`src/hdl/flash_status_pkg.sv`:
```
// Shared constants and types for the partition status reporting block
package flash_status_pkg;

   // Geometry
   localparam int PART_W      = 3;
   localparam int NPART       = 8;
   localparam int DATA_W      = 16;
   localparam int STAT_W      = 8;
   localparam int SYNC_STAGES = 3;

   // Command opcodes seen on the low data byte of a write
   localparam logic [7:0] CMD_READ_ARRAY   = 8'hff;
   localparam logic [7:0] CMD_READ_STATUS  = 8'h70;
   localparam logic [7:0] CMD_CLEAR_STATUS = 8'h50;
   localparam logic [7:0] CMD_READ_ID      = 8'h90;
   localparam logic [7:0] CMD_READ_QUERY   = 8'h98;
   localparam logic [7:0] CMD_PROG_SETUP   = 8'h40;
   localparam logic [7:0] CMD_PROG_ALT     = 8'h10;
   localparam logic [7:0] CMD_ERASE_SETUP  = 8'h20;
   localparam logic [7:0] CMD_LOCK_SETUP   = 8'h60;
   localparam logic [7:0] CMD_EFP_SETUP    = 8'h30;
   localparam logic [7:0] CMD_CONFIRM      = 8'hd0;
   localparam logic [7:0] CMD_SUSPEND      = 8'hb0;

   // Field positions of the partition status word
   localparam int BIT_READY      = 7;
   localparam int BIT_ERASE_SUSP = 6;
   localparam int BIT_ERASE_ERR  = 5;
   localparam int BIT_PROG_FAIL  = 4;
   localparam int BIT_SUPPLY_LOW = 3;
   localparam int BIT_PROG_SUSP  = 2;
   localparam int BIT_LOCKED     = 1;
   localparam int BIT_PART_BUSY  = 0;

   // Upper data byte during a status read
   localparam logic [7:0] STATUS_UPPER = 8'h00;

   // Per-partition flags, bits 6 down to 1 of the status word
   typedef struct packed {
      logic erase_suspended_flag;
      logic erase_error_flag;
      logic program_fail_flag;
      logic supply_low_flag;
      logic program_suspended_flag;
      logic locked_block_abort_flag;
   } part_flags_t;

   // Reset values
   localparam part_flags_t        FLAGS_RST     = 6'h00;
   localparam logic [NPART-1:0]   STAT_MODE_RST = 8'h00;
   localparam logic [STAT_W-1:0]  RD_WORD_RST   = 8'h80;

   // Command sequencer states
   typedef enum logic [4:0] {
      SEQ_IDLE  = 5'b00001,
      SEQ_PROG  = 5'b00010,
      SEQ_ERASE = 5'b00100,
      SEQ_LOCK  = 5'b01000,
      SEQ_EFP   = 5'b10000
   } seq_state_t;

   typedef enum logic [1:0] {
      OP_PROGRAM = 2'h0,
      OP_ERASE   = 2'h1,
      OP_LOCK    = 2'h2,
      OP_EFP     = 2'h3
   } op_kind_t;

   // Host pins after synchronisation
   typedef struct packed {
      logic              adv_n;
      logic              ce_n;
      logic              oe_n;
      logic              we_n;
      logic              wp_n;
      logic [PART_W-1:0] addr_hi;
      logic [DATA_W-1:0] a_dq;
   } pin_in_t;

   localparam pin_in_t PIN_IDLE = 24'hf80000;

   // Write engine report, same clock
   typedef struct packed {
      logic              write_engine_busy;
      logic [PART_W-1:0] busy_part;
      logic              busy_is_erase;
      logic              efp_active;
      logic              efp_word_done;
      logic              op_done;
      logic              erase_fail;
      logic              program_fail;
      logic              supply_low;
      logic              locked_target;
   } engine_in_t;

   // Requests to the write engine
   typedef struct packed {
      logic              start;
      op_kind_t          kind;
      logic [PART_W-1:0] part;
      logic [DATA_W-1:0] data;
      logic              suspend;
      logic              resume;
      logic              abort;
   } engine_req_t;

   localparam engine_req_t REQ_IDLE = '0;

endpackage

```
`src/hdl/pin_sync.sv`:
```
// Three-stage pin synchroniser with agreement filter
`timescale 1ns/100ps
`default_nettype none
module pin_sync
   import flash_status_pkg::*;
#(
   parameter int             W       = 1,
   parameter logic [W-1:0]   RST_VAL = '1
) (
   input  wire logic         clk_sys,
   input  wire logic         rst,
   input  wire logic [W-1:0] d,
   output logic      [W-1:0] q
);

   typedef struct packed {
      logic [W-1:0] s1;
      logic [W-1:0] s2;
      logic [W-1:0] s3;
      logic [W-1:0] q;
   } sync_t;

   sync_t st;
   sync_t next_st;

   // Output moves only once stages two and three agree; stage one feeds stage two alone
   always_comb begin
      next_st    = st;
      next_st.s1 = d;
      next_st.s2 = st.s1;
      next_st.s3 = st.s2;
      for (int i = 0; i < W; i++) begin
         if (st.s2[i] == st.s3[i]) begin
            next_st.q[i] = st.s3[i];
         end
      end
   end

   always_ff @(posedge clk_sys) begin
      if (rst) begin
         st <= {RST_VAL, RST_VAL, RST_VAL, RST_VAL};
      end else begin
         st <= next_st;
      end
   end

   assign q = st.q;

endmodule // pin_sync
`default_nettype wire

```
`src/hdl/flash_partition_status_reporting.sv`:
```
// Per-partition status words served over the multiplexed address/data bus
// How it works
// - Status-read command to any partition address puts that partition in status mode.
// - Program, erase or lock setup leaves the addressed partition in status mode.
// - Reads of a partition in status mode return status until a read-array, ID or query command.
// - Only single reads are served; host issues no bursts in status mode.
// - Falling edge of output or chip enable, whichever comes last, captures a fresh status.
// - Entering status mode touches no other partition's read mode.
// - Status on low byte, zeros on the upper data byte.
// - Bits 6..0 per partition; bit 7 shows whole-device engine activity.
// - Bit 7 low while engine busy, high when ready.
// - While busy, bit 0 low for the busy partition, high for others.
// - Ready with bit 0 clear means idle; bits 7 and 0 never both set outside fast factory write.
// - Erase suspend halts engine, sets bit 6 until erase resume.
// - Program suspend halts engine, sets bit 2 until resume.
// - Failed erase sets bit 5.
// - Improper command sequence sets bits 5 and 4 with engine ready.
// - Failed word program sets bit 4.
// - Bit 3 records low supply, sampled only at operation completion.
// - Program or erase to locked block under write protect sets bit 1, aborts.
// - In fast factory write, bit 0 flags a streamed word finished.
// - Status-clear clears error flags 5,4,3,1, keeps suspend flags and read modes, ignores supply level.
// - Error bits 5,4,3,1 accumulate until status-clear.
// - Reset clears the status of every partition.
// - First write of a two-cycle command switches the partition to status mode.
`timescale 1ns/100ps
`default_nettype none
module flash_partition_status_reporting
   import flash_status_pkg::*;
(
   input  wire logic              clk_sys,
   input  wire logic              rst,
   input  wire logic              adv_n,
   input  wire logic              ce_n,
   input  wire logic              oe_n,
   input  wire logic              we_n,
   input  wire logic              wp_n,
   input  wire logic [PART_W-1:0] addr_hi,
   input  wire logic [DATA_W-1:0] a_dq_in,
   output logic      [DATA_W-1:0] a_dq_out,
   output logic                   a_dq_oe,
   input  wire engine_in_t        engine,
   output engine_req_t            engine_req,
   output logic                   addr_status_mode
);

   typedef struct packed {
      seq_state_t                     seq;
      logic [PART_W-1:0]              seq_part;
      logic [NPART-1:0]               stat_mode;
      part_flags_t [NPART-1:0]        flags;
      logic [PART_W-1:0]              addr_part;
      logic [STAT_W-1:0]              rd_word;
      logic                           rd_act_q;
      logic                           prev_we_n;
      logic                           drive;
      engine_req_t                    req;
   } state_t;

   state_t  st;
   state_t  next_st;
   pin_in_t pin_raw;
   pin_in_t pin;
   logic    wr_fire;
   logic    rd_act;
   logic    rd_start;
   logic    clear_fire;
   logic [7:0] wr_byte;
   logic [NPART*4-1:0] err_vec;

   // Host pins come from another clock domain
   assign pin_raw = '{adv_n: adv_n, ce_n: ce_n, oe_n: oe_n, we_n: we_n, wp_n: wp_n,
                      addr_hi: addr_hi, a_dq: a_dq_in};

   pin_sync #(
      .W       ($bits(pin_in_t)),
      .RST_VAL (PIN_IDLE)
   ) u_pin_sync (
      .clk_sys (clk_sys),
      .rst     (rst),
      .d       (pin_raw),
      .q       (pin)
   );

   // Status word for one partition as seen by a reader of that partition
   function automatic logic [STAT_W-1:0] status_word(input part_flags_t f,
                                                     input logic [PART_W-1:0] p,
                                                     input engine_in_t e);
      logic [STAT_W-1:0] w;
      w                 = '0;
      w[BIT_READY]      = ~e.write_engine_busy;
      w[BIT_ERASE_SUSP] = f.erase_suspended_flag;
      w[BIT_ERASE_ERR]  = f.erase_error_flag;
      w[BIT_PROG_FAIL]  = f.program_fail_flag;
      w[BIT_SUPPLY_LOW] = f.supply_low_flag;
      w[BIT_PROG_SUSP]  = f.program_suspended_flag;
      w[BIT_LOCKED]     = f.locked_block_abort_flag;
      if (e.efp_active) begin
         w[BIT_PART_BUSY] = e.efp_word_done;
      end else if (e.write_engine_busy) begin
         w[BIT_PART_BUSY] = (e.busy_part != p);
      end else begin
         w[BIT_PART_BUSY] = 1'b0;
      end
      return w;
   endfunction

   // Bus strobes: a write completes on the rising edge of write enable
   assign wr_fire = ~st.prev_we_n & pin.we_n & ~pin.ce_n;
   assign wr_byte = pin.a_dq[7:0];
   assign rd_act  = ~pin.ce_n & ~pin.oe_n & pin.we_n;
   assign rd_start = rd_act & ~st.rd_act_q;
   assign clear_fire = wr_fire && (st.seq == SEQ_IDLE) && (wr_byte == CMD_CLEAR_STATUS);

   always_comb begin
      next_st           = st;
      next_st.req       = REQ_IDLE;
      next_st.req.kind  = st.req.kind;
      next_st.req.part  = st.req.part;
      next_st.req.data  = st.req.data;
      next_st.prev_we_n = pin.we_n;
      next_st.rd_act_q  = rd_act;

      // Address phase of the multiplexed bus picks the partition
      if (~pin.adv_n & ~pin.ce_n) begin
         next_st.addr_part = pin.addr_hi;
      end

      // Clear first, so an event in the same cycle still sets its flag
      if (clear_fire) begin
         for (int p = 0; p < NPART; p++) begin
            next_st.flags[p].erase_error_flag        = 1'b0;
            next_st.flags[p].program_fail_flag       = 1'b0;
            next_st.flags[p].supply_low_flag         = 1'b0;
            next_st.flags[p].locked_block_abort_flag = 1'b0;
         end
      end

      // Command decode; mode changes only ever touch the written partition
      if (wr_fire) begin
         case (st.seq)
            SEQ_IDLE: begin
               case (wr_byte)
                  CMD_READ_STATUS: begin
                     next_st.stat_mode[st.addr_part] = 1'b1;
                  end
                  CMD_READ_ARRAY, CMD_READ_ID, CMD_READ_QUERY: begin
                     next_st.stat_mode[st.addr_part] = 1'b0;
                  end
                  CMD_PROG_SETUP, CMD_PROG_ALT: begin
                     next_st.seq                     = SEQ_PROG;
                     next_st.seq_part                = st.addr_part;
                     next_st.stat_mode[st.addr_part] = 1'b1;
                  end
                  CMD_ERASE_SETUP: begin
                     next_st.seq                     = SEQ_ERASE;
                     next_st.seq_part                = st.addr_part;
                     next_st.stat_mode[st.addr_part] = 1'b1;
                  end
                  CMD_LOCK_SETUP: begin
                     next_st.seq                     = SEQ_LOCK;
                     next_st.seq_part                = st.addr_part;
                     next_st.stat_mode[st.addr_part] = 1'b1;
                  end
                  CMD_EFP_SETUP: begin
                     next_st.seq                     = SEQ_EFP;
                     next_st.seq_part                = st.addr_part;
                     next_st.stat_mode[st.addr_part] = 1'b1;
                  end
                  CMD_SUSPEND: begin
                     // Fast factory writes cannot be suspended
                     if (engine.write_engine_busy && !engine.efp_active) begin
                        next_st.req.suspend = 1'b1;
                        if (engine.busy_is_erase) begin
                           next_st.flags[engine.busy_part].erase_suspended_flag = 1'b1;
                        end else begin
                           next_st.flags[engine.busy_part].program_suspended_flag = 1'b1;
                        end
                     end
                  end
                  CMD_CONFIRM: begin
                     // Resume the innermost suspend first
                     if (st.flags[st.addr_part].program_suspended_flag) begin
                        next_st.flags[st.addr_part].program_suspended_flag = 1'b0;
                        next_st.req.resume = 1'b1;
                     end else if (st.flags[st.addr_part].erase_suspended_flag) begin
                        next_st.flags[st.addr_part].erase_suspended_flag = 1'b0;
                        next_st.req.resume = 1'b1;
                     end
                  end
                  default: begin
                  end
               endcase
            end
            SEQ_PROG, SEQ_LOCK: begin
               // Second cycle carries the data word or lock code
               next_st.seq       = SEQ_IDLE;
               next_st.req.start = 1'b1;
               next_st.req.kind  = (st.seq == SEQ_PROG) ? OP_PROGRAM : OP_LOCK;
               next_st.req.part  = st.seq_part;
               next_st.req.data  = pin.a_dq;
            end
            SEQ_ERASE, SEQ_EFP: begin
               next_st.seq = SEQ_IDLE;
               if (wr_byte == CMD_CONFIRM) begin
                  next_st.req.start = 1'b1;
                  next_st.req.kind  = (st.seq == SEQ_ERASE) ? OP_ERASE : OP_EFP;
                  next_st.req.part  = st.seq_part;
                  next_st.req.data  = pin.a_dq;
               end else begin
                  next_st.flags[st.seq_part].erase_error_flag  = 1'b1;
                  next_st.flags[st.seq_part].program_fail_flag = 1'b1;
               end
            end
            default: begin
               next_st.seq = SEQ_IDLE;
            end
         endcase
      end

      // Engine reports land on the busy partition and only ever set error flags
      if (engine.erase_fail) begin
         next_st.flags[engine.busy_part].erase_error_flag = 1'b1;
      end
      if (engine.program_fail) begin
         next_st.flags[engine.busy_part].program_fail_flag = 1'b1;
      end
      if (engine.op_done && engine.supply_low) begin
         next_st.flags[engine.busy_part].supply_low_flag = 1'b1;
      end
      if (engine.locked_target && !pin.wp_n) begin
         next_st.flags[engine.busy_part].locked_block_abort_flag = 1'b1;
         next_st.req.abort = 1'b1;
      end

      // Latch the word when the later of the two strobes falls; bursts get no increment
      if (rd_start) begin
         next_st.rd_word = status_word(st.flags[st.addr_part], st.addr_part, engine);
      end
      next_st.drive = rd_act & st.stat_mode[st.addr_part];
   end

   always_ff @(posedge clk_sys) begin
      if (rst) begin
         st.seq       <= SEQ_IDLE;
         st.seq_part  <= '0;
         st.stat_mode <= STAT_MODE_RST;
         st.flags     <= {NPART{FLAGS_RST}};
         st.addr_part <= '0;
         st.rd_word   <= RD_WORD_RST;
         st.rd_act_q  <= 1'b0;
         st.prev_we_n <= 1'b1;
         st.drive     <= 1'b0;
         st.req       <= REQ_IDLE;
      end else begin
         st <= next_st;
      end
   end

   // Outputs: upper byte stays zero during status reads
   assign a_dq_out         = {STATUS_UPPER, st.rd_word};
   assign a_dq_oe          = st.drive;
   assign engine_req       = st.req;
   assign addr_status_mode = st.stat_mode[st.addr_part];

   // Error bits of every partition, for checking only
   always_comb begin
      err_vec = '0;
      for (int p = 0; p < NPART; p++) begin
         err_vec[p*4 +: 4] = {st.flags[p].erase_error_flag, st.flags[p].program_fail_flag,
                              st.flags[p].supply_low_flag, st.flags[p].locked_block_abort_flag};
      end
   end
endmodule // flash_partition_status_reporting
`default_nettype wire

```
`config.mk`:
```
export PLATFORM = sky130hd
export DESIGN_NAME = flash_partition_status_reporting
export DESIGN_NICKNAME = d
export VERILOG_FILES = /design/src/hdl/flash_status_pkg.sv /design/src/hdl/pin_sync.sv /design/src/hdl/flash_partition_status_reporting.sv
export SDC_FILE = /design/constraint.sdc
export NUM_CORES = 1
export LEC_CHECK = 0
export BUFFER_PORTS_ARGS = -buffer_cell sky130_fd_sc_hd__buf_2
export CAP_MARGIN = 40
export CELL_PAD_IN_SITES_DETAIL_PLACEMENT = 0
export CELL_PAD_IN_SITES_GLOBAL_PLACEMENT = 1
export CORE_AREA = 2 2 141 143
export DETAILED_ROUTE_END_ITERATION = 12
export DIE_AREA = 0 0 143 145
export GPL_ROUTABILITY_DRIVEN = 0
export GPL_TIMING_DRIVEN = 1
export MAX_ROUTING_LAYER = met4
export PLACE_DENSITY = 0.79
export RECOVER_POWER = 100
export SYNTH_ARGS = -nofsm -noshare
export SYNTH_HDL_FRONTEND = slang
export SYNTH_SLANG_ARGS = --single-unit
```
`constraint.sdc`:
```
create_clock -name clk_sys -period 2.2 [get_ports clk_sys]
set_input_delay 0.22 -clock clk_sys [delete_from_list [all_inputs] [get_ports clk_sys]]
set_output_delay 0.22 -clock clk_sys [all_outputs]
set_load 0.005 [all_outputs]
```
==> results.cfg <==
[cells_and_area]
n_antenna_cell = 0
area_delta_synth_final_pct = 17.9
nets = 917
fillers = 1803
final_common_cell = dfxtp_1
fin_area_mm2 = 0.00918
most-common-layout-cells = dfxtp_1, nor2b_1, buf_2
finalNonFillerCells = 1157
post_route_cells_drive_above_1_share = 0.215

[global_routing]
gr-total-overflow = 0
grt_first_pass_wirelength_mm = 27.0
antenna_found_initial = 0
grtUsageTotal = 0.168
grt_pass1_vias = 5399
grt_max_degree = 73

[setup_path]
path_common_cell = or4_4
r2r_cells = 5
start_kind = register
r2r_slack_ns = 0.08
path_buf_inv = 0
worstReg2RegStart = u_pin_sync.q[0]
cp.arrival_ns = 2.47
path_class = register to register
slowest_stage = or4_4
crit_path_max_fanout = 8
cp.depth = 5
path_cells = or4_4 -> or4_4 -> nor3_4 -> nand2b_4 -> o41ai_2
cp.required_ns = 2.54
end_kind = register
slowest_delay_ns = 0.60
cp_top_family = simple AND/OR/NAND/NOR gates

[pwr]
leakagePower_nw = 3.62
powerDensity_mw_per_mm2 = 771
fin_total_pwr_mw = 7.07
comb_power_share = 0.036
p_clk_frac = 0.442
p_int_mw = 5.44
swShare = 0.231
seq_power_share = 0.522
ir_drop_uv = 546
p_sw_mw = 1.63

[timing]
tightest_slew_ns = 0.692
rsz0062_at_grt = yes
period_needed_ns = 2.12
max_freq_mhz = 471
finalMaxSlewViolations = 0
clock_skew_ns = 0.00787
timing.final.ws_setup_ns = 0.0756
timing.final.hold_violations = 0
post-route-period-util = 0.966
slew_headroom = 0.537
setup_violations = 0

[logic_synthesis]
postSynthCellCount = 812
syn_area_mm2 = 0.00778
yosysSeqAreaShare = 0.512
synth.ff_latch_count = 199
synth_flop_cell = dfxtp_1
synth_top_area_share = 0.512
yosys_warnings = 0
ys_top_cells_by_area = dfxtp_1, nor2b_1, buf_4
synth.distinct_cells = 59
synth_enable_flop_cells = 0
synth.avg_cell_area_um2 = 9.59
yosysTopAreaCell = dfxtp_1
async_reset_ff_frac = 0

[cts]
cts_tree = yes
cts_buffer_depth = 2
cts_sinks = 199
clk_pin_slew_ns = 0.07
clk_latency_ns = 0.44
cts_htree_levels = 4
cts-root-buf = clkbuf_16
numCtsBuffers = 17

[worst_hold_path]
hold-path-cell-count = 2
whs_endpoint = u_pin_sync.next_st[60]
hp-class = input pin to register
min_from = a_dq_in[12]

[floorplan]
chipHeight_um = 145
die_area_mm2 = 0.0207
coreArea_mm2 = 0.0192
io_pins = 81
start_util = 0.405
dieWidth_um = 143
rows = 51

[placed_design]
dp_slack_ns = 0.0660
io_buffer_count = 72
dpl.hpwl_mm = 11.2
dpl.cell_count = 1101
place_area_mm2 = 0.00832

[drt]
vias = 5723
drt-pass1-iter-count = 4
drc_errors = 0
detail-route-antenna-nets = 0
vias_per_cell = 4.95
wl_mm = 16.5
avgRoutedWirePerCell_um = 14.2
drtIter0Drc = 347

[status]
outcome = finished, final reports clean

[job]
cap_viol_max_count = 0
-- routing by layer --
| layer | up-vias | share of wire | track usage |
|---|---|---|---|
| li1 | 2913 | - | - |
| met1 | 2666 | 0.47 | 0.215 |
| met2 | 115 | 0.47 | 0.258 |
| met3 | 29 | 0.038 | 0.0380 |
| met4 | 0 | 0.026 | 0.0668 |
| met5 | - | 0 | - |
-- metrics by stage --
stage,TNS (ns),hold slack (ns),util
3_5_place_dp,0,0.400,0.433
4_1_cts,0,0.0130,0.477
5_1_grt,-0.0549,0.0280,0.478
2_1_floorplan,0,0.324,-
3_3_place_gp,0,0.392,0.432
6_report,0,0.0251,0.478
-- worst max-delay path by stage --
stage	from	end
3_5_place_dp	u_pin_sync.q[0]	register
3_3_place_gp	u_pin_sync.q[0]	register
2_1_floorplan	st[100]	err_vec[2]
5_1_grt	u_pin_sync.q[0]	register
4_1_cts	u_pin_sync.q[0]	register
6_report	u_pin_sync.q[0]	register
-- what timing repair did --
item / in CTS / in global routing
gates resized for setup: 3 / 6
hold endpoints to repair: 23 / 0
pin swaps: 0 / 1
setup buffers: 0 / 1
hold buffers: 23 / 0
endpoints found under the setup margin: 1 / 28
-- power by group through the flow --
stage | registers [mW] | logic (mW) | clock network, mW
detailed placement | 3.78 | 0.221 | 0
global route | 3.70 | 0.280 | 3.35
CTS | 3.70 | 0.252 | 3.20
global placement | 3.78 | 0.216 | 0
floorplan | 3.77 | 0.165 | 0
finish | 3.70 | 0.254 | 3.12
-- cell families after synthesis --
logic type,synth area share
muxes,0.0455
AOI/OAI and AO/OA,0.147
buffers and inverters,0.0701
and+or+nand+nor,0.218
xor gates and xnor gates,0.00675
DFF,0.512
other,0.000482
-- Yosys cell counts (all sizes together), types with 5 or more instances --
master / n
a211oi: 7
dfxtp: 199
nor3b: 6
a221o: 16
nand2: 42
or3: 6
nor2: 66
nor2b: 88
mux2i: 23
nor4: 7
nand3: 9
xnor2: 5
nand3b: 7
clkbuf: 40
a22o: 8
nor3: 14
o21ai: 73
nand2b: 9
a21oi: 42
or2: 18
o21bai: 6
a22oi: 13
buf: 53
and3: 8
-- cell type report --
cell class                 instances  area [um2]  share of cell area
clock buffer                      18         439              0.0479
multi-input combinational        525        3310               0.361
sequential                       199        3990               0.435
timing repair buffer             134         940               0.102
clock inverter                    14         161              0.0176
inverter                           2        7.51            0.000818
tap                              265         332              0.0361
-- worst register-to-register path, delay by kind of cell, from the launching register on --
family | cells | cell delay (ns)
AND/OR/NAND/NOR | 4 | 1.49
flip-flops | 1 | 0.34
AO/OA/AOI/OAI | 1 | 0.20
Note: power is estimated with default switching activity, not from simulation.
